**config.mk**
```make
export PLATFORM = sky130hd
export DESIGN_NAME = sipo_latch
export DESIGN_NICKNAME = d
export VERILOG_FILES = /design/src/rtl/sipo_pkg.sv /design/src/rtl/sipo_fifo.sv /design/src/rtl/sipo_latch.sv
export SDC_FILE = /design/constraint.sdc
export NUM_CORES = 1
export LEC_CHECK = 0
export BUFFER_PORTS_ARGS = -buffer_cell sky130_fd_sc_hd__buf_2
export CAP_MARGIN = 10
export CORE_MARGIN = 2
export CORE_UTILIZATION = 38
export CTS_CLUSTER_DIAMETER = 200
export DETAILED_ROUTE_END_ITERATION = 10
export SYNTH_ARGS = -nofsm -noshare
export SYNTH_HDL_FRONTEND = slang
export SYNTH_SLANG_ARGS = --single-unit
```
**constraint.sdc**
```tcl
create_clock -name core_clk -period 4.6 [get_ports core_clk]
set_clock_uncertainty 0.1 [all_clocks]
set_input_delay 0.23 -clock core_clk [delete_from_list [all_inputs] [get_ports core_clk]]
set_output_delay 0.23 -clock core_clk [all_outputs]
set_load 0.02 [all_outputs]
```
**src/rtl/sipo_pkg.sv**
```systemverilog
package sipo_pkg;
    localparam int STAGES = 8;
    localparam int FIFO_DEPTH = 8;
    localparam int FIFO_PTR_W = 3;
    localparam logic [STAGES-1:0] STAGE_RST = 8'h00;
    localparam logic [FIFO_PTR_W:0] FIFO_CNT_RST = 4'h0;
    localparam logic [1:0] SYNC_RST = 2'h0;
endpackage : sipo_pkg

```
**src/rtl/sipo_fifo.sv**
```systemverilog
`timescale 1ns/100ps
module sipo_fifo #(
    parameter int WIDTH = 8,
    parameter int DEPTH = 8,
    parameter int PTR_W = 3
) (
    // clock and reset
    input wire logic core_clk,
    input wire logic sys_rst,
    // fill side
    input wire logic in_valid,
    output logic in_ready,
    input wire logic [WIDTH-1:0] in_data,
    // drain side
    output logic out_valid,
    input wire logic out_ready,
    output logic [WIDTH-1:0] out_data
);
    logic [WIDTH-1:0] mem [DEPTH];
    logic [PTR_W-1:0] wr_ptr, rd_ptr, next_wr_ptr, next_rd_ptr;
    logic [PTR_W:0] count, next_count;
    logic push, pop;

    assign in_ready = (count != (PTR_W+1)'(DEPTH));
    assign out_valid = (count != '0);
    assign out_data = mem[rd_ptr];
    assign push = in_valid && in_ready;
    assign pop = out_valid && out_ready;

    always_comb begin
        next_wr_ptr = push ? wr_ptr + 1'b1 : wr_ptr;
        next_rd_ptr = pop ? rd_ptr + 1'b1 : rd_ptr;
        next_count = count;
        if (push && !pop) begin
            next_count = count + 1'b1;
        end else if (pop && !push) begin
            next_count = count - 1'b1;
        end
    end

    always_ff @(posedge core_clk) begin
        if (sys_rst) begin
            wr_ptr <= '0;
            rd_ptr <= '0;
            count <= '0;
        end else begin
            wr_ptr <= next_wr_ptr;
            rd_ptr <= next_rd_ptr;
            count <= next_count;
        end
    end

    // storage needs no reset; empty flag guards stale words
    always_ff @(posedge core_clk) begin
        if (push) begin
            mem[wr_ptr] <= in_data;
        end
    end
endmodule : sipo_fifo

```
**src/rtl/sipo_latch.sv**
```systemverilog
`timescale 1ns/100ps
// Summary of operation
// - each rising shift clock edge moves serial data into stage one and every stage into the next.
// - the final stage is driven on the cascade output to feed a following device.
// - at a rising clock edge the seventh stage loads the eighth and shows on the cascade output.
// - the cascade value is copied to a delayed cascade output on the following falling clock edge.
// - each stage feeds one latch bit, and the latch holds on the falling edge of the strobe.
// - while the strobe is high the latch passes the stages through; while low it holds.
// - parallel outputs are driven only while output enable is high, otherwise released.
module sipo_latch
    import sipo_pkg::*;
(
    // clock and reset
    input wire logic core_clk,
    input wire logic sys_rst,
    // controller pins
    input wire logic ser_data,
    input wire logic shift_clk,
    input wire logic strobe,
    input wire logic out_enable,
    // cascade outputs
    output logic final_stage,
    output logic final_stage_delayed,
    // parallel outputs, three-state as value plus enable
    output logic [STAGES-1:0] parallel_out,
    output logic [STAGES-1:0] parallel_oe,
    // latched words as a stream, one per strobe fall
    output logic word_valid,
    input wire logic word_ready,
    output logic [STAGES-1:0] word_data,
    output logic word_overflow
);

    // pin bank, in ascending bit order: ser_data, shift_clk, strobe, out_enable
    localparam int N_PINS = 4;

    // synchronised pin levels
    logic [N_PINS-1:0] pin_raw;
    logic [N_PINS-1:0] pin_sync;
    logic data_s;
    logic clk_s;
    logic stb_s;
    logic oe_s;

    // edge history, one cycle behind the synchronised levels
    logic clk_prev;
    logic stb_prev;
    logic next_clk_prev;
    logic next_stb_prev;
    logic clk_rise;
    logic clk_fall;
    logic stb_fall;

    // shift register, delayed cascade copy and storage latch
    logic [STAGES-1:0] stage;
    logic [STAGES-1:0] next_stage;
    logic casc_dly;
    logic next_casc_dly;
    logic [STAGES-1:0] held;
    logic [STAGES-1:0] next_held;

    // word stream bookkeeping
    logic ovf;
    logic next_ovf;
    logic fifo_ready;

    // edge decode from a level and its value one cycle earlier
    function automatic logic edge_up(input logic lvl, input logic lvl_prev);
        return lvl && !lvl_prev;
    endfunction : edge_up

    function automatic logic edge_down(input logic lvl, input logic lvl_prev);
        return !lvl && lvl_prev;
    endfunction : edge_down

    // every pin is asynchronous to core_clk, so none is read before its second flop;
    // a level must stand one full core cycle to be seen, so pin pulses shorter
    // than that are lost rather than half-taken
    assign pin_raw = {out_enable, strobe, shift_clk, ser_data};

    for (genvar gi = 0; gi < N_PINS; gi++) begin : g_sync
        logic meta;
        logic sync;
        logic next_meta;
        logic next_sync;

        always_comb begin
            next_meta = pin_raw[gi];
            next_sync = meta;
        end

        always_ff @(posedge core_clk) begin
            if (sys_rst) begin
                meta <= SYNC_RST[0];
                sync <= SYNC_RST[1];
            end else begin
                meta <= next_meta;
                sync <= next_sync;
            end
        end

        assign pin_sync[gi] = sync;
    end

    // data and clock share one synchroniser depth, so data must settle a core
    // cycle ahead of the shift clock edge to be taken with it
    assign {oe_s, stb_s, clk_s, data_s} = pin_sync;

    // edge history resets to the idle pin level, so no false edge follows reset
    always_comb begin
        next_clk_prev = clk_s;
        next_stb_prev = stb_s;
    end

    always_ff @(posedge core_clk) begin
        if (sys_rst) begin
            clk_prev <= SYNC_RST[1];
            stb_prev <= SYNC_RST[1];
        end else begin
            clk_prev <= next_clk_prev;
            stb_prev <= next_stb_prev;
        end
    end

    assign clk_rise = edge_up(clk_s, clk_prev);
    assign clk_fall = edge_down(clk_s, clk_prev);
    assign stb_fall = edge_down(stb_s, stb_prev);

    // shift register; the last stage doubles as the cascade output, so the
    // cascade value changes on the very edge that loads the eighth stage
    always_comb begin
        next_stage = stage;
        if (clk_rise) begin
            next_stage = {stage[STAGES-2:0], data_s};
        end
    end

    always_ff @(posedge core_clk) begin
        if (sys_rst) begin
            stage <= STAGE_RST;
        end else begin
            stage <= next_stage;
        end
    end

    // delayed cascade copy, taken on the falling shift clock edge; a chained
    // device then sees half a shift period of hold on its serial input
    always_comb begin
        next_casc_dly = casc_dly;
        if (clk_fall) begin
            next_casc_dly = stage[STAGES-1];
        end
    end

    always_ff @(posedge core_clk) begin
        if (sys_rst) begin
            casc_dly <= STAGE_RST[STAGES-1];
        end else begin
            casc_dly <= next_casc_dly;
        end
    end

    // storage latch as a clocked stand-in: it copies the stages while the strobe
    // is high and keeps the last copy once the strobe falls; it trails the stages
    // by one core cycle, traded for a glitch-free output with no real latch
    always_comb begin
        next_held = held;
        if (stb_s) begin
            next_held = stage;
        end
    end

    always_ff @(posedge core_clk) begin
        if (sys_rst) begin
            held <= STAGE_RST;
        end else begin
            held <= next_held;
        end
    end

    // a strobe fall that meets a full stream sets a sticky flag; only reset clears
    // it, so a reader can still tell afterwards that a word went missing
    always_comb begin
        next_ovf = ovf;
        if (stb_fall && !fifo_ready) begin
            next_ovf = 1'b1;
        end
    end

    always_ff @(posedge core_clk) begin
        if (sys_rst) begin
            ovf <= 1'b0;
        end else begin
            ovf <= next_ovf;
        end
    end

    // the enable gates only the parallel drivers, never the shift or cascade path
    assign final_stage = stage[STAGES-1];
    assign final_stage_delayed = casc_dly;
    assign parallel_out = held;
    assign parallel_oe = {STAGES{oe_s}};
    assign word_overflow = ovf;

    // a word lost when the stream is full is flagged, not stalled: the pins cannot wait
    sipo_fifo #(
        .WIDTH(STAGES),
        .DEPTH(FIFO_DEPTH),
        .PTR_W(FIFO_PTR_W)
    ) u_fifo (
        .core_clk(core_clk),
        .sys_rst(sys_rst),
        .in_valid(stb_fall),
        .in_ready(fifo_ready),
        .in_data(held),
        .out_valid(word_valid),
        .out_ready(word_ready),
        .out_data(word_data)
    );
endmodule : sipo_latch

```
==> results.yml <==
yosys:
  yosys_warnings: 0
  ys_ff_latch: 105
  ys.flop_type: "edfxtp_1"
  syn_area_um2: 4080
  syn_nets: 279
  synth_seq_area_share_pct: 67.3
  avgSynthCellArea_um2: 15.3
  synth_edf_count: 64
  synth-async-reset-ratio_pct: 0
  synth_cells: 266
  synth_cell_type_count: 30
timing:
  setup_viol: 0
  fin_worst_hold_slack_ns: 0.0815
  setup_tns_ns: 0
  fin_crit_ns: 2.88
  fmax_ghz: 0.348
  finalHoldViolations: 0
  slew_headroom_pct: 36.9
  worst_slack_ns: 1.72
  rsz0062_at_grt: "no"
  tightestPinTransition_ns: 0.942
  timing.final.crit_share_pct: 62.5
  maxSlewViolCount: 0
clock_tree:
  ctsResizeCount: 0
  cts_setup_buffers: 0
  path_clk_slew_ns: 0.11
  clk_latency_ns: 0.37
  cts_num_sinks: 105
  cts.htree.levels: 3
  clockRootBuffer: "clkbuf_8"
  cts_buffer_depth: 2
  cts_tree: "done"
  numCtsBuffers: 9
  holdBufCountCts: 4
layout:
  drive_above_1_share_pct: 22.2
  area_growth_pct: 11.6
  multi_input_area_um2: 1200
  fill_cells: 945
  antennaDiodeCount: 0
  layout.cells.non_filler: 438
  utilization_pct: 43.9
  final_area_um2: 4550
  area.sequential_um2: 2740
  final_nets: 310
critical_path:
  arrival_ns: 3.04
  worst_setup_path_start_kind: "register"
  max_stage_delay_ns: 0.59
  reg2reg_depth: 10
  crit_path_end: "u_fifo.count[3]"
  reg2reg_slack_ns: 1.72
  worstSetupPathType: "reg -> reg"
  crit_path_start: "u_fifo.count[0]"
  r2r_start: "u_fifo.count[0]"
  path_cells: "or4b_1, nand2_2, inv_1, ha_1, inv_1, ha_1, a21oi_1, a211oi_1, a31oi_1, mux2_2"
  worst-path-max-fanout: 6
  r2r-end: "u_fifo.count[3]"
  crit_required_ns: 4.76
  crit_path_end_kind: "register"
  crit_slowest_cell: "or4b_1"
detailed_routing:
  vias: 2144
  first_pass_iters: 4
  drc_errors: 0
  avgRoutedWirePerCell_um: 15.5
  drtIter0Drc: 116
  finalWirelength_mm: 6.80
  drt-vias-per-instance: 4.89
  ant_nets: 0
pwr:
  combinationalPowerShare_pct: 14.8
  seqPwrFrac_pct: 56.4
  total_power_mw: 1.90
  p_leak_nw: 1.62
  internal_power_mw: 1.38
  clock_power_share_pct: 28.8
  power.density_nw_per_um2: 418
  irDropWorstVdd_mv: 0.171
  p_sw_uw: 520
  netSwitchingFraction_pct: 27.4
job:
  cap_violations: 0
die:
  dieArea_um2: 11600
  core_area_um2: 10400
  start_util_pct: 39.3
  die_w_um: 108
  std_cell_rows: 37
  die_h_um: 108
  io_pins: 35
run_status:
  status: "completed"
global_route:
  gr-usage-all-layers_pct: 12.5
  grt_pass1_wl_mm: 10.7
  grt_pass1_vias: 2022
  grt_max_degree: 41
  grt_antenna_before_repair: 0
  grt.overflow.total: 0
placement:
  post-place-ws_ns: 1.73
  dpl.hpwl_mm: 4.25
  dpl_cell_area_um2: 4310
  port_buffers: 34
  placed_cells: 418
  gp_congestion: 0.765
worst_hold_path:
  hold_path_class: "in -> reg"
[worst min path at each step]
stage | from | end | slack (ns) | cells after the start
global placement | g_sync[0].meta | data_s | 0.32 | 1
detailed placement | g_sync[0].meta | data_s | 0.33 | 1
CTS | word_ready | register | 0.07 | 3
floorplan | ser_data | g_sync[0].meta | 0.26 | 1
finish | word_ready | register | 0.08 | 3
global route | word_ready | register | 0.06 | 3
[area by class of cell]
type / count / share of cell area, %
Multi-Input combinational cell: 138 / 26.4
Tap cell: 136 / 3.74
Timing Repair Buffer: 41 / 5.12
Clock inverter: 7 / 1.54
Sequential cell: 105 / 60.3
Inverter: 2 / 0.165
Clock buffer: 9 / 2.72
[logic make-up after synthesis]
family	Yosys count	share of synthesized area, %
AO/OA/AOI/OAI	15	1.96
XOR/XNOR	6	1.29
adder cells (fa/ha/maj)	6	2.03
buffers and inverters	23	3.50
flip-flops	105	67.3
multiplexers	35	15.2
AND/OR/NAND/NOR	76	8.78
[state kept, by name (all words and copies together) (netlist names), 2 cells and up, named ones only]
signal / cells
u_fifo.count: 4
u_fifo.mem: 64
u_fifo.rd_ptr: 3
u_fifo.wr_ptr: 3
stage: 8
g_sync.sync: 2
g_sync.meta: 4
parallel_out: 8
[worst max-delay path: cells and delay by family (launching register included)]
family / cells / cell delay [ns]
compound gates: 3 / 0.47
mux: 1 / 0.35
simple gates: 2 / 0.74
flops: 1 / 0.38
buf+inv: 2 / 0.24
fa+ha+maj: 2 / 0.50
[cell usage after synthesis, types with 4 or more instances]
master / instances / area [um2]
edfxtp_1: 64 / 1920
dfxtp_1: 41 / 821
xor2_1: 4 / 35.0
mux2i_1: 10 / 100
nand3_1: 4 / 20.0
mux2_2: 9 / 101
nor2b_1: 13 / 81.3
ha_1: 5 / 62.6
buf_4: 8 / 60.1
a21oi_1: 12 / 60.1
nand2b_1: 4 / 25.0
clkbuf_1: 7 / 26.3
nor2_1: 24 / 90.1
nor3_1: 5 / 25.0
mux4_1: 15 / 394
nand2_1: 22 / 82.6
[layer usage]
| metal | global-route usage (%) | up-vias | wire length, um |
|---|---|---|---|
| met5 | 0 | - | 0 |
| met1 | 16.5 | 1057 | 3250 |
| met2 | 19.5 | 43 | 3140 |
| met4 | 3.85 | 0 | 82 |
| met3 | 4.30 | 7 | 320 |
| li1 | - | 1037 | - |
[cells in the final DEF (no fill, tap or decap), drive strengths merged]
master        n
a211oi        1
a21oi        12
a31oi         2
buf          37
clkbuf        9
clkinv        4
dfxtp        41
dlygate4sd3   4
edfxtp       64
fa            1
ha            5
inv           5
mux2          9
mux2i        10
mux4         16
nand2        23
nand2b        4
nand3         4
nor2         24
nor2b        13
nor3          5
nor4          1
or4           1
or4b          1
xnor2         2
xor2          4
[power by group through the flow]
stage	clock network [mW]	logic (mW)	registers, mW
after floorplan	0	0.274	1.05
after detailed placement	0	0.283	1.09
after global placement	0	0.283	1.09
after global routing	0.604	0.309	1.08
final	0.547	0.282	1.07
after CTS	0.565	0.287	1.07
(Power assumes the default switching activity.)
